[src/rtl/bcc_consts.svh]
`ifndef BCC_CONSTS_SVH
`define BCC_CONSTS_SVH

// register offsets
`define BCC_OFS_CONTROL 8'h84
`define BCC_OFS_FLASH_STATUS 8'hAC
`define BCC_OFS_TUNING 8'hC9
`define BCC_OFS_LOCK 8'hD2
`define BCC_OFS_MISS_ACC 8'hD3

// reset values
`define BCC_RST_CONTROL 8'hE6
`define BCC_RST_TUNING 4'h4
`define BCC_RST_SLOT_PTR 5'h1F

// cache_control fields
`define BCC_CTL_WREN 7
`define BCC_CTL_RDEN 6
`define BCC_CTL_PFEN 5
`define BCC_CTL_FLUSH 4
`define BCC_CTL_RETI 3
`define BCC_CTL_ISR 2
`define BCC_CTL_MOVC 1
`define BCC_CTL_BLKW 0
`define BCC_CTL_STORE_MASK 8'hEF

// cache_tuning fields
`define BCC_TUN_ALG 3
`define BCC_TUN_FIX 2
`define BCC_TUN_THR_HI 1
`define BCC_TUN_THR_LO 0

// cache_lock_control fields
`define BCC_LCK_PUSH 7
`define BCC_LCK_POP 6

// cache_miss_accumulator fields
`define BCC_ACC_W 12
`define BCC_ACC_HI_LSB 5
`define BCC_ACC_LOW_CLR 5'h00
`define BCC_ACC_ONES 12'hFFF
`define BCC_ACC_ONE 12'h001

// slot geometry and counters
`define BCC_SLOT_ZERO 5'h00
`define BCC_SLOT_ONE 5'h01
`define BCC_SLOT_LAST 5'h1F
`define BCC_STALL_MAX 3'h7
`define BCC_STALL_ONE 3'h1
`define BCC_STALL_ZERO 3'h0
`define BCC_LFSR_SEED 8'hA5
`define BCC_ZERO8 8'h00

`endif

[src/rtl/bcc_pkg.sv]
package bcc_pkg;
  // rebound replacement sweep direction
  typedef enum logic [1:0] {
    BCC_REB_UP = 2'b01,
    BCC_REB_DOWN = 2'b10
  } bcc_reb_dir_t;
endpackage

[src/rtl/bcc_top.sv]
// Overview of operation
// - write enable off blocks normal fills
// - read enable off forces flash fetch
// - prefetch runs only while enabled
// - flush write empties cache, reads zero
// - interrupt return targets cached only enabled
// - interrupt routine code cached only enabled
// - table lookup data cached only enabled, unless pushed
// - block write bit groups flash bytes
// - select rebound or pseudo-random victim
// - fixed bit sends normal lookup fills slot zero
// - normal fill only when stall exceeds threshold
// - push locks segment, decrements slot pointer
// - slots above pointer protected unless zero
// - pop write increments pointer, reads zero
// - accumulator counts stalled miss cycles
// - overflow flag sticks until next write
// - upper write clears low; read latches
// - busy flag reads flash write state
// - rebound sweeps up then down
// - flash modify always invalidates bytes
`timescale 1ns/1ps
`default_nettype none
`include "bcc_consts.svh"

module bcc_top #(
  parameter int SLOT_BITS = 5,
  parameter int ADDR_W = 16
) (
  input wire logic sys_clk,
  input wire logic resetn,
  input wire logic [7:0] reg_addr,
  input wire logic [7:0] reg_wdata,
  input wire logic reg_wr,
  input wire logic reg_rd,
  output logic [7:0] reg_rdata,
  input wire logic fetch_stall,
  input wire logic fill_valid,
  input wire logic fill_is_reti,
  input wire logic fill_is_isr,
  input wire logic fill_is_movc,
  input wire logic flash_busy,
  input wire logic flash_modify,
  input wire logic [ADDR_W-1:0] flash_modify_addr,
  output logic cache_fill,
  output logic cache_lock_write,
  output logic [SLOT_BITS-1:0] cache_fill_slot,
  output logic cache_flush,
  output logic cache_invalidate,
  output logic [ADDR_W-1:0] cache_invalidate_addr,
  output logic cache_read_enable,
  output logic prefetch_enable,
  output logic flash_block_write
);

  // the slot pointer and field layout are fixed at five bits
  generate
    if (SLOT_BITS != 5) begin : g_bad_slots
      $error("bcc_top: SLOT_BITS must be 5");
    end
    if (ADDR_W < 2) begin : g_bad_addr
      $error("bcc_top: ADDR_W too small");
    end
  endgenerate

  logic [7:0] ctrl;
  logic [3:0] tune;
  logic push_en;
  logic [4:0] slot_ptr;
  logic [`BCC_ACC_W-1:0] acc;
  logic acc_ov;
  logic [3:0] acc_low_latch;
  logic busy_q;
  logic [2:0] stall_cnt;
  logic [7:0] lfsr;
  logic [4:0] reb_slot;
  bcc_pkg::bcc_reb_dir_t reb_dir;

  // reset image of cache_control, named so single bits can be picked out
  localparam logic [7:0] CTRL_RST = `BCC_RST_CONTROL;

  // decoded strobes
  logic wr_ctrl, wr_tune, wr_lock, wr_acc, rd_acc;
  assign wr_ctrl = reg_wr && (reg_addr == `BCC_OFS_CONTROL);
  assign wr_tune = reg_wr && (reg_addr == `BCC_OFS_TUNING);
  assign wr_lock = reg_wr && (reg_addr == `BCC_OFS_LOCK);
  assign wr_acc = reg_wr && (reg_addr == `BCC_OFS_MISS_ACC);
  assign rd_acc = reg_rd && (reg_addr == `BCC_OFS_MISS_ACC);

  logic pop_ev, push_ev, flush_req;
  assign pop_ev = wr_lock && reg_wdata[`BCC_LCK_POP];
  assign flush_req = wr_ctrl && reg_wdata[`BCC_CTL_FLUSH];
  assign push_ev = fill_valid && fill_is_movc && push_en;

  // cache_control storage; flush bit is never stored
  always_ff @(posedge sys_clk or negedge resetn) begin
    if (!resetn) begin
      ctrl <= `BCC_RST_CONTROL;
    end else if (wr_ctrl) begin
      ctrl <= reg_wdata & `BCC_CTL_STORE_MASK;
    end
  end

  // control bits that steer the cache and flash straight out
  always_ff @(posedge sys_clk or negedge resetn) begin
    if (!resetn) begin
      cache_read_enable <= CTRL_RST[`BCC_CTL_RDEN];
      prefetch_enable <= CTRL_RST[`BCC_CTL_PFEN];
      flash_block_write <= CTRL_RST[`BCC_CTL_BLKW];
    end else if (wr_ctrl) begin
      cache_read_enable <= reg_wdata[`BCC_CTL_RDEN];
      prefetch_enable <= reg_wdata[`BCC_CTL_PFEN];
      flash_block_write <= reg_wdata[`BCC_CTL_BLKW];
    end
  end

  always_ff @(posedge sys_clk or negedge resetn) begin
    if (!resetn) begin
      cache_flush <= 1'b0;
    end else begin
      cache_flush <= flush_req;
    end
  end

  // flash change invalidates regardless of write enable
  always_ff @(posedge sys_clk or negedge resetn) begin
    if (!resetn) begin
      cache_invalidate <= 1'b0;
      cache_invalidate_addr <= '0;
    end else begin
      cache_invalidate <= flash_modify;
      if (flash_modify) begin
        cache_invalidate_addr <= flash_modify_addr;
      end
    end
  end

  // tuning low nibble; the upper nibble is the latched accumulator
  always_ff @(posedge sys_clk or negedge resetn) begin
    if (!resetn) begin
      tune <= `BCC_RST_TUNING;
    end else if (wr_tune) begin
      tune <= reg_wdata[3:0];
    end
  end

  // push enable bit
  always_ff @(posedge sys_clk or negedge resetn) begin
    if (!resetn) begin
      push_en <= 1'b0;
    end else if (wr_lock) begin
      push_en <= reg_wdata[`BCC_LCK_PUSH];
    end
  end

  // lock stack pointer; push and pop together cancel out
  always_ff @(posedge sys_clk or negedge resetn) begin
    if (!resetn) begin
      slot_ptr <= `BCC_RST_SLOT_PTR;
    end else if (push_ev && !pop_ev) begin
      slot_ptr <= slot_ptr - `BCC_SLOT_ONE;
    end else if (pop_ev && !push_ev) begin
      slot_ptr <= slot_ptr + `BCC_SLOT_ONE;
    end
  end

  // stall cycles seen since the last fill, saturating
  always_ff @(posedge sys_clk or negedge resetn) begin
    if (!resetn) begin
      stall_cnt <= `BCC_STALL_ZERO;
    end else if (fill_valid) begin
      stall_cnt <= `BCC_STALL_ZERO;
    end else if (fetch_stall && stall_cnt != `BCC_STALL_MAX) begin
      stall_cnt <= stall_cnt + `BCC_STALL_ONE;
    end
  end

  always_ff @(posedge sys_clk or negedge resetn) begin
    if (!resetn) begin
      lfsr <= `BCC_LFSR_SEED;
    end else begin
      lfsr <= {lfsr[6:0], lfsr[7] ^ lfsr[5] ^ lfsr[4] ^ lfsr[3]};
    end
  end

  // highest replaceable slot: all slots when the pointer is zero
  logic [4:0] limit;
  assign limit = (slot_ptr == `BCC_SLOT_ZERO) ? `BCC_SLOT_LAST : slot_ptr;

  // fold the random value into the unlocked range; slight bias is accepted
  logic [4:0] rnd_slot;
  always_comb begin
    rnd_slot = lfsr[4:0];
    if (rnd_slot > limit) begin
      rnd_slot = rnd_slot - limit - `BCC_SLOT_ONE;
    end
    if (rnd_slot > limit) begin
      rnd_slot = limit;
    end
  end

  // rebound victim and next sweep position
  logic [4:0] reb_victim, next_reb_slot;
  bcc_pkg::bcc_reb_dir_t next_reb_dir;
  always_comb begin
    reb_victim = (reb_slot > limit) ? limit : reb_slot;
    next_reb_slot = reb_victim;
    next_reb_dir = reb_dir;
    case (reb_dir)
      bcc_pkg::BCC_REB_UP: begin
        if (reb_victim >= limit) begin
          next_reb_dir = bcc_pkg::BCC_REB_DOWN;
          next_reb_slot = (reb_victim == `BCC_SLOT_ZERO) ? reb_victim : reb_victim - `BCC_SLOT_ONE;
        end else begin
          next_reb_slot = reb_victim + `BCC_SLOT_ONE;
        end
      end
      bcc_pkg::BCC_REB_DOWN: begin
        if (reb_victim == `BCC_SLOT_ZERO) begin
          next_reb_dir = bcc_pkg::BCC_REB_UP;
          next_reb_slot = (limit == `BCC_SLOT_ZERO) ? reb_victim : `BCC_SLOT_ONE;
        end else begin
          next_reb_slot = reb_victim - `BCC_SLOT_ONE;
        end
      end
      default: begin
        next_reb_dir = bcc_pkg::BCC_REB_UP;
        next_reb_slot = `BCC_SLOT_ZERO;
      end
    endcase
  end

  // fill qualification
  logic cacheable, use_fixed, alg_fill;
  always_comb begin
    cacheable = fill_valid && ctrl[`BCC_CTL_WREN];
    cacheable = cacheable && (stall_cnt > {1'b0, tune[`BCC_TUN_THR_HI:`BCC_TUN_THR_LO]});
    cacheable = cacheable && (!fill_is_reti || ctrl[`BCC_CTL_RETI]);
    cacheable = cacheable && (!fill_is_isr || ctrl[`BCC_CTL_ISR]);
    cacheable = cacheable && (!fill_is_movc || ctrl[`BCC_CTL_MOVC]);
    use_fixed = fill_is_movc && tune[`BCC_TUN_FIX];
    alg_fill = cacheable && !push_ev && !use_fixed && !tune[`BCC_TUN_ALG];
  end

  // rebound position only moves when it actually chose a victim
  always_ff @(posedge sys_clk or negedge resetn) begin
    if (!resetn) begin
      reb_slot <= `BCC_SLOT_ZERO;
      reb_dir <= bcc_pkg::BCC_REB_UP;
    end else if (alg_fill) begin
      reb_slot <= next_reb_slot;
      reb_dir <= next_reb_dir;
    end
  end

  // cache write command; a push outranks a plain fill
  always_ff @(posedge sys_clk or negedge resetn) begin
    if (!resetn) begin
      cache_fill <= 1'b0;
      cache_lock_write <= 1'b0;
      cache_fill_slot <= `BCC_SLOT_ZERO;
    end else begin
      cache_fill <= push_ev || cacheable;
      cache_lock_write <= push_ev;
      // slot holds between writes so the cache side may sample it late
      if (push_ev) begin
        cache_fill_slot <= slot_ptr;
      end else if (cacheable && use_fixed) begin
        cache_fill_slot <= `BCC_SLOT_ZERO;
      end else if (cacheable) begin
        cache_fill_slot <= tune[`BCC_TUN_ALG] ? rnd_slot : reb_victim;
      end
    end
  end

  // miss penalty accumulator
  logic acc_wrap;
  assign acc_wrap = fetch_stall && !wr_acc && (acc == `BCC_ACC_ONES);
  always_ff @(posedge sys_clk or negedge resetn) begin
    if (!resetn) begin
      acc <= '0;
    end else if (wr_acc) begin
      acc <= {reg_wdata[6:0], `BCC_ACC_LOW_CLR};
    end else if (fetch_stall) begin
      acc <= acc + `BCC_ACC_ONE;
    end
  end

  always_ff @(posedge sys_clk or negedge resetn) begin
    if (!resetn) begin
      acc_ov <= 1'b0;
    end else begin
      acc_ov <= acc_wrap || (acc_ov && !wr_acc);
    end
  end

  // low field latched by upper read
  always_ff @(posedge sys_clk or negedge resetn) begin
    if (!resetn) begin
      acc_low_latch <= 4'h0;
    end else if (rd_acc) begin
      acc_low_latch <= acc[4:1];
    end
  end

  // flash busy comes from the flash sequencer on this clock
  always_ff @(posedge sys_clk or negedge resetn) begin
    if (!resetn) begin
      busy_q <= 1'b0;
    end else begin
      busy_q <= flash_busy;
    end
  end

  // read data valid only in the cycle after the strobe
  logic [7:0] next_rdata;
  always_comb begin
    next_rdata = `BCC_ZERO8;
    if (reg_rd) begin
      case (reg_addr)
        `BCC_OFS_CONTROL: next_rdata = ctrl;
        `BCC_OFS_FLASH_STATUS: next_rdata = {7'h00, busy_q};
        `BCC_OFS_TUNING: next_rdata = {acc_low_latch, tune};
        `BCC_OFS_LOCK: next_rdata = {push_en, 2'b00, slot_ptr};
        `BCC_OFS_MISS_ACC: next_rdata = {acc_ov, acc[`BCC_ACC_W-1:`BCC_ACC_HI_LSB]};
        default: next_rdata = `BCC_ZERO8;
      endcase
    end
  end

  always_ff @(posedge sys_clk or negedge resetn) begin
    if (!resetn) begin
      reg_rdata <= `BCC_ZERO8;
    end else begin
      reg_rdata <= next_rdata;
    end
  end

  property p_flush_pulse;
    @(posedge sys_clk) disable iff (!resetn)
    flush_req |=> cache_flush ##1 (!cache_flush || $past(flush_req));
  endproperty
  a_flush_pulse: assert property (p_flush_pulse) else $error("flush pulse wrong");

  property p_flush_reads_zero;
    @(posedge sys_clk) disable iff (!resetn)
    (reg_rd && reg_addr == 8'h84) |=> !reg_rdata[4];
  endproperty
  a_flush_reads_zero: assert property (p_flush_reads_zero) else $error("flush bit read nonzero");

  property p_no_fill_when_disabled;
    @(posedge sys_clk) disable iff (!resetn)
    (fill_valid && !ctrl[7] && !push_ev) |=> !cache_fill;
  endproperty
  a_no_fill_when_disabled: assert property (p_no_fill_when_disabled) else $error("fill with writes off");

  property p_threshold;
    @(posedge sys_clk) disable iff (!resetn)
    (fill_valid && !push_ev && stall_cnt <= {1'b0, tune[1:0]}) |=> !cache_fill;
  endproperty
  a_threshold: assert property (p_threshold) else $error("fill below threshold");

  property p_push;
    @(posedge sys_clk) disable iff (!resetn)
    (push_ev && !pop_ev) |=> cache_lock_write && cache_fill_slot == $past(slot_ptr)
      && slot_ptr == $past(slot_ptr) - 5'h01;
  endproperty
  a_push: assert property (p_push) else $error("push slot or pointer wrong");

  property p_pop;
    @(posedge sys_clk) disable iff (!resetn)
    (pop_ev && !push_ev) |=> slot_ptr == $past(slot_ptr) + 5'h01;
  endproperty
  a_pop: assert property (p_pop) else $error("pop did not step pointer");

  property p_fixed_slot;
    @(posedge sys_clk) disable iff (!resetn)
    (cacheable && !push_ev && fill_is_movc && tune[2]) |=> cache_fill && cache_fill_slot == 5'h00;
  endproperty
  a_fixed_slot: assert property (p_fixed_slot) else $error("lookup fill not slot zero");

  property p_locked_safe;
    @(posedge sys_clk) disable iff (!resetn)
    (cacheable && !push_ev && slot_ptr != 5'h00) |=> cache_fill_slot <= $past(slot_ptr);
  endproperty
  a_locked_safe: assert property (p_locked_safe) else $error("fill hit locked slot");

  property p_acc_count;
    @(posedge sys_clk) disable iff (!resetn)
    (fetch_stall && !wr_acc) |=> acc == $past(acc) + 12'h001;
  endproperty
  a_acc_count: assert property (p_acc_count) else $error("accumulator missed stall");

  property p_overflow;
    @(posedge sys_clk) disable iff (!resetn)
    acc_wrap |=> acc_ov ##1 (acc_ov || $past(wr_acc));
  endproperty
  a_overflow: assert property (p_overflow) else $error("overflow not sticky");

  property p_acc_write;
    @(posedge sys_clk) disable iff (!resetn)
    wr_acc |=> acc[4:0] == 5'h00 && acc[11:5] == $past(reg_wdata[6:0]);
  endproperty
  a_acc_write: assert property (p_acc_write) else $error("upper write wrong");

  property p_busy_read;
    @(posedge sys_clk) disable iff (!resetn)
    (reg_rd && reg_addr == 8'hAC) |=> reg_rdata == {7'h00, $past(busy_q)};
  endproperty
  a_busy_read: assert property (p_busy_read) else $error("busy read wrong");

endmodule

`default_nettype wire

[config.mk]
export PLATFORM = sky130hd
export DESIGN_NAME = bcc_top
export DESIGN_NICKNAME = d
export VERILOG_FILES = /design/src/rtl/bcc_pkg.sv /design/src/rtl/bcc_top.sv
export VERILOG_INCLUDE_DIRS = /design/src /design/src/rtl
export SDC_FILE = /design/constraint.sdc
export NUM_CORES = 1
export LEC_CHECK = 0
export BUFFER_PORTS_ARGS = -buffer_cell sky130_fd_sc_hd__buf_4
export CAP_MARGIN = 20
export CORE_ASPECT_RATIO = 0.8
export CORE_UTILIZATION = 35
export CTS_CLUSTER_SIZE = 20
export DETAILED_ROUTE_END_ITERATION = 10
export SETUP_SLACK_MARGIN = 0.2
export SYNTH_ARGS = -nofsm -noshare
export SYNTH_HDL_FRONTEND = slang
export SYNTH_SLANG_ARGS = --single-unit
[constraint.sdc]
create_clock -name sys_clk -period 4.4 [get_ports sys_clk]
set_input_delay 0.44 -clock sys_clk [delete_from_list [all_inputs] [get_ports sys_clk]]
set_output_delay 0.44 -clock sys_clk [all_outputs]
set_load 0.01 [all_outputs]
# Yosys cells after proc, flatten, opt, wreduce, memory -nomap -nowiden
# Cells that the tools add are included.
[word_totals]
ram_bits = 0
mem_bits_ro = 0
latch_bits = 0
output_inout_bits = 36
memories = 0
register_bits = 89
elab_cells = 119
[classes]
eq_ne = 11
n_lt_le_gt_ge = 5
n_addsub = 8
shifts = 0
bitwise_logic = 3
n_mux = 24
n_div = 0
n_reduce_logical = 46
n_mul = 0
[ops]
columns = ["operator", "count"]
rows = [
  ["2-to-1 mux 5 bit", 14],
  ["== test 8 bit, second input constant", 5],
  ["case mux 8 bit (5 select lines)", 1],
  ["logical AND 1 bit", 25],
  ["2-to-1 mux 12 bit", 2],
  ["greater-than comparator 5 bit", 3],
  ["logical NOT 5 bit", 3],
  ["subtractor 5 x 1 -> 5 bit, second input constant", 3],
  ["adder 12 x 1 -> 12 bit, second input constant", 1],
  ["== test 12 bit, second input constant", 1],
  ["adder 5 x 1 -> 5 bit, second input constant", 2],
  ["case mux 5 bit (2 select lines)", 1],
  ["logical NOT 1 bit", 8],
  ["2-to-1 mux 8 bit", 1],
  ["2-to-1 mux 3 bit", 2],
  ["nonzero test 2 bit", 3],
  [">= comparator 5 bit", 1],
  ["logical OR 1 bit", 5],
  ["subtractor 5 bit", 1],
  ["2-to-1 mux 2 bit", 2],
  ["inequality test 2 bit, second input constant", 2],
  ["case mux 2 bit (2 select lines)", 1],
  ["adder 3 x 1 -> 3 bit, second input constant", 1],
  ["greater-than comparator 3 x 2 -> 1 bit", 1],
  ["other kinds (6)", 8],
]

# Longest topological paths before layout
[depth]
depth_word = 11
mapped_depth = 21

# Least setup slack after synthesis
# OpenSTA, ideal clock, no wires.
[synth_path]
kind = "reg-to-reg"
startpoint = "reg slot_ptr[2]"
endpoint = "reg reb_slot[2]"
setup_slack_ps = -343
path_buffers = 1
t_required_ps = 4290
t_arrival_ps = 4633
stages_incl_launch_ff = 20
path_cell_list = "dfstp_2 -> buf_4 -> nor2_1 -> a21oi_1 -> ha_1 -> nand2_1 -> or4_1 -> a221oi_1 -> a21o_1 -> nor2_1 -> a21oi_1 -> ha_1 -> nand2b_1 -> a21o_1 -> a21o_1 -> a21o_1 -> a21oi_1 -> nand2_1 -> o221a_2 -> o41ai_1"
[synth_via]
elab_chain_cells = 8
[synth_rtl]
columns = ["element", "line_no", "source"]
rows = [
  ["start: declaration", "bcc_top.sv:69", "logic [4:0] slot_ptr;"],
  ["start signal: assignment", "bcc_top.sv:159", "slot_ptr <= `BCC_RST_SLOT_PTR;"],
  ["start signal: assignment", "bcc_top.sv:161", "slot_ptr <= slot_ptr - `BCC_SLOT_ONE;"],
  ["start signal: assignment", "bcc_top.sv:163", "slot_ptr <= slot_ptr + `BCC_SLOT_ONE;"],
  ["logical NOT 5 bit (no source line)", "n/a", ""],
  ["2-to-1 mux 5 bit *", "bcc_top.sv:188", "assign limit = (slot_ptr == `BCC_SLOT_ZERO) ? `BCC_SLOT_LAST : slot_ptr;"],
  ["greater-than comparator 5 bit", "bcc_top.sv:206", "reb_victim = (reb_slot > limit) ? limit : reb_slot;"],
  ["2-to-1 mux 5 bit", "bcc_top.sv:206", ""],
  ["subtractor 5 x 1 -> 5 bit (no source line) or logical NOT 5 bit (tied branches)", "n/a", ""],
  ["2-to-1 mux 5 bit (no source line)", "n/a", ""],
  ["2-to-1 mux 5 bit", "bcc_top.sv:211", "if (reb_victim >= limit) begin"],
  ["case mux 5 bit (2 select lines) *", "bcc_top.sv:209", "case (reb_dir)"],
  ["end signal: assignment", "bcc_top.sv:248", "reb_slot <= `BCC_SLOT_ZERO;"],
  ["end signal: assignment", "bcc_top.sv:251", "reb_slot <= next_reb_slot;"],
  ["end: declaration", "bcc_top.sv:76", "logic [4:0] reb_slot;"],
]
# Mark *: on every way between the ends. The rest lies on a longest branch, timed or not.
# A chain may end at the register's enable or synchronous reset.

# Worst setup path in the final report
[layout_path]
startpoint = "reg slot_ptr[0]"
endpoint = "reg reb_slot[2]"
# The elaborated chain is that of the path after synthesis.

==> results.sh <==
export IMPL_p_seq_share_pct=30.1
export IMPL_insertion_delay_ps=350
export IMPL_synth_largest_area_cell="dfrtp_1"
export IMPL_antenna_found_initial=0
export IMPL_critPathCaptureType="flop"
export IMPL_finalSetupTns_ps=0
export IMPL_max_freq_ghz=0.230
export IMPL_endpoint="reb_slot[2]"
export IMPL_syn_avg_cell_area_um2=10.2
export IMPL_gp_congestion=0.897
export IMPL_layout_common_cells="buf_4 (126), dfrtp_1 (70), nand2_1 (41)"
export IMPL_p_per_area_nw_per_um2=451
export IMPL_grt_max_degree=52
export IMPL_busiest_layer="met2"
export IMPL_die_area_um2=15400
export IMPL_post_drt_wl_per_cell_um=17.4
export IMPL_clockPowerShare_pct=25.1
export IMPL_worst_pin_slew_ps=685
export IMPL_synth_edff_count=0
export IMPL_die_h_um=111
export IMPL_worstPathArrival_ps=4570
export IMPL_cts_tree="yes"
export IMPL_htree_levels=3
export IMPL_grt_util_all_layers_pct=19.1
export IMPL_layout_commonest_cell="buf_4"
export IMPL_leakage_nw=3.22
export IMPL_grt_ovfl_total=0
export IMPL_combPwrFrac_pct=44.7
export IMPL_worst_ep_required_time_ps=4630
export IMPL_synth_compound_area_share_pct=17.8
export IMPL_switchingPower_mw=1.13
export IMPL_use_met1_pct=26.7
export IMPL_start_util_pct=36.2
export IMPL_outcome="finished clean"
export IMPL_reg2reg_depth=20
export IMPL_synth_flop_cell="dfrtp_1"
export IMPL_crit_path_max_fanout=4
export IMPL_grt_pass1_wl_um=23400
export IMPL_clock_sinks=86
export IMPL_reg2reg_from="slot_ptr[0]"
export IMPL_p_int_mw=1.98
export IMPL_synthTopCellsByArea="dfrtp_1 (33%), dfstp_2 (8.0%), mux2_2 (8.0%), ha_1 (6.7%), nand2_1 (3.2%)"
export IMPL_viasPerCell=5.53
export IMPL_synthToLayoutAreaGrowth_pct=31.8
export IMPL_layout_drive_gt1_share_pct=39.4
export IMPL_synth_top_family_by_area="compound AO/OA/AOI/OAI gates"
export IMPL_drt_iter0_markers=334
export IMPL_r2r_setup_slack_ps=60
export IMPL_synthMuxAreaShare_pct=10.0
export IMPL_async_flop_share_pct=100
export IMPL_synthCells=511
export IMPL_p_sw_share_pct=36.4
export IMPL_rsz0062_at_grt="true"
export IMPL_clock_skew_final_ps=11.4
export IMPL_yosysWarnings=0
export IMPL_syn_nets=583
export IMPL_nFillCells=1316
export IMPL_coreArea_um2=14400
export IMPL_totalWireLength_um=14300
export IMPL_startpoint="slot_ptr[0]"
export IMPL_dp_hpwl_um=10700
export IMPL_regArea_um2=2170
export IMPL_layout_nets=707
export IMPL_critical_path_class="flop to flop"
export IMPL_antenna_left=0
export IMPL_clkTransAtPathRegs_ps=70
export IMPL_post_dp_cell_area_um2=6290
export IMPL_fin_crit_sh_pct=98.7
export IMPL_cap_violations=0
export IMPL_ys_types=73
export IMPL_drc=0
export IMPL_synth_seq_area_share_pct=41.5
export IMPL_hold_viol_final=0
export IMPL_clock_path_buffers=2
export IMPL_multi_input_area_um2=3060
export IMPL_synth_top_cell_area_share_pct=33.5
export IMPL_fin_area_um2=6890
export IMPL_reg2reg_to="reb_slot[2]"
export IMPL_start_kind="flop"
export IMPL_synth_fa_ha_area_share_pct=7.49
export IMPL_slew_headroom_pct=54.3
export IMPL_cts_root_buf="clkbuf_16"
export IMPL_total_power_mw=3.11
export IMPL_num_vias=4557
export IMPL_die_w_um=139
export IMPL_grt_pass1_vias=4477
export IMPL_row_count=39
export IMPL_finalSetupViolCount=0
export IMPL_met3_usage_pct=5.20
export IMPL_ioPinCount=79
export IMPL_synth_area_um2=5230
export IMPL_drtPass1Iterations=5
export IMPL_drv_slew=0
export IMPL_numPortBuffers=78
export IMPL_synth_seq_cells=86
export IMPL_cts_buffers=9
export IMPL_gr_usage_met2_pct=28.6
export IMPL_yosys_area_share_simple_pct=14.9
export IMPL_diodes=0
export IMPL_synth_xor_area_share_pct=4.35
export IMPL_min_period_ps=4340
export IMPL_ir_drop_uv=233
export IMPL_final_core_util_pct=47.7
export IMPL_hold_class="input pin to asynchronous set/reset pin"
## power by group through the flow
stage                     clock network (mW)  registers (mW)  logic (mW)
after floorplan                            0           0.935       0.794
after global placement                     0           0.954        1.12
after detailed placement                   0           0.956        1.14
after CTS                              0.800           0.936        1.24
after global routing                   0.840           0.948        1.52
final                                  0.782           0.937        1.39
## layout make-up
cell class | instances | share of cell area, %
Timing Repair Buffer | 130 | 14.6
Multi-Input combinational cell | 377 | 44.4
Clock buffer | 9 | 3.27
Tap cell | 184 | 3.34
Sequential cell | 86 | 31.5
Clock inverter | 7 | 1.13
Inverter | 31 | 1.69
## state kept, by name (all words and copies together) (netlist names), 2 cells and up
signal / cells
cache_fill_slot: 5
tune: 4
reb_dir: 2
stall_cnt: 3
ctrl: 7
lfsr: 8
cache_invalidate_addr: 16
reb_slot: 5
reg_rdata: 8
slot_ptr: 5
acc_low_latch: 4
acc: 12
## worst max-delay path, cell delays in order, from the launching register on
cell and delay (ps):
dfstp_2 590, buf_6 120, nor2_4 30, a21o_1 200, inv_2 80, ha_4 130
nand2_2 50, or4_4 490, a221o_1 330, a21o_1 210, nor2_2 100, a21oi_2 50
ha_1 290, nand2b_4 130, a21o_1 160, a21o_1 170, a21o_1 220, a21oi_4 220
nand2_2 120, o221a_4 290, o41ai_2 230
## metrics by stage
step,instances,worst slack (ps),hold slack (ps)
final,824,55.1,134
after global routing,824,-139,202
after CTS,819,90.7,174
after detailed placement,788,-59.0,337
after global placement,788,77.3,338
after floorplan,511,76.6,144
## Yosys cell counts (12+ instances only)
master / count
a21o_1: 12
a21oi_1: 17
a22oi_1: 16
dfrtp_1: 70
dfstp_2: 16
ha_1: 28
inv_1: 28
mux2_2: 37
nand2_1: 45
nor2_1: 37
o21ai_0: 17
xnor2_1: 12
xor2_1: 14
## how the worst min path moves through the flow
stage             from      endpoint  cells past startpoint
2_1_floorplan   resetn        acc[0]                      0
3_3_place_gp   lfsr[6]       lfsr[7]                      0
3_5_place_dp   lfsr[6]       lfsr[7]                      0
4_1_cts         resetn  reg_rdata[3]                      1
5_1_grt         resetn   reb_slot[4]                      1
6_report        resetn   reb_slot[4]                      1
## routing by layer
layer | share of wire (%) | vias to the layer above
met5 | 0 | -
met4 | 1.3 | 0
met3 | 6.8 | 18
met2 | 45 | 153
met1 | 46 | 2266
li1 | - | 2120
## repair_timing
item                       CTS  global route
pin swaps                   12            17
setup endpoints to repair    9            11
buffers inserted            15             5
resized for setup            5            23
hold buffers                 0             0
## cells by family (layout without fill, tap and decap cells)
kind of cell,after synthesis,in the layout
and+or+nand+nor,149,149
AOI/OAI and AO/OA,125,125
DFF,86,86
buffers and inverters,48,177
muxes,46,46
adders and majority gates,31,31
xor gates and xnor gates,26,26
No activity file was read; power rests on OpenSTA's default activity.
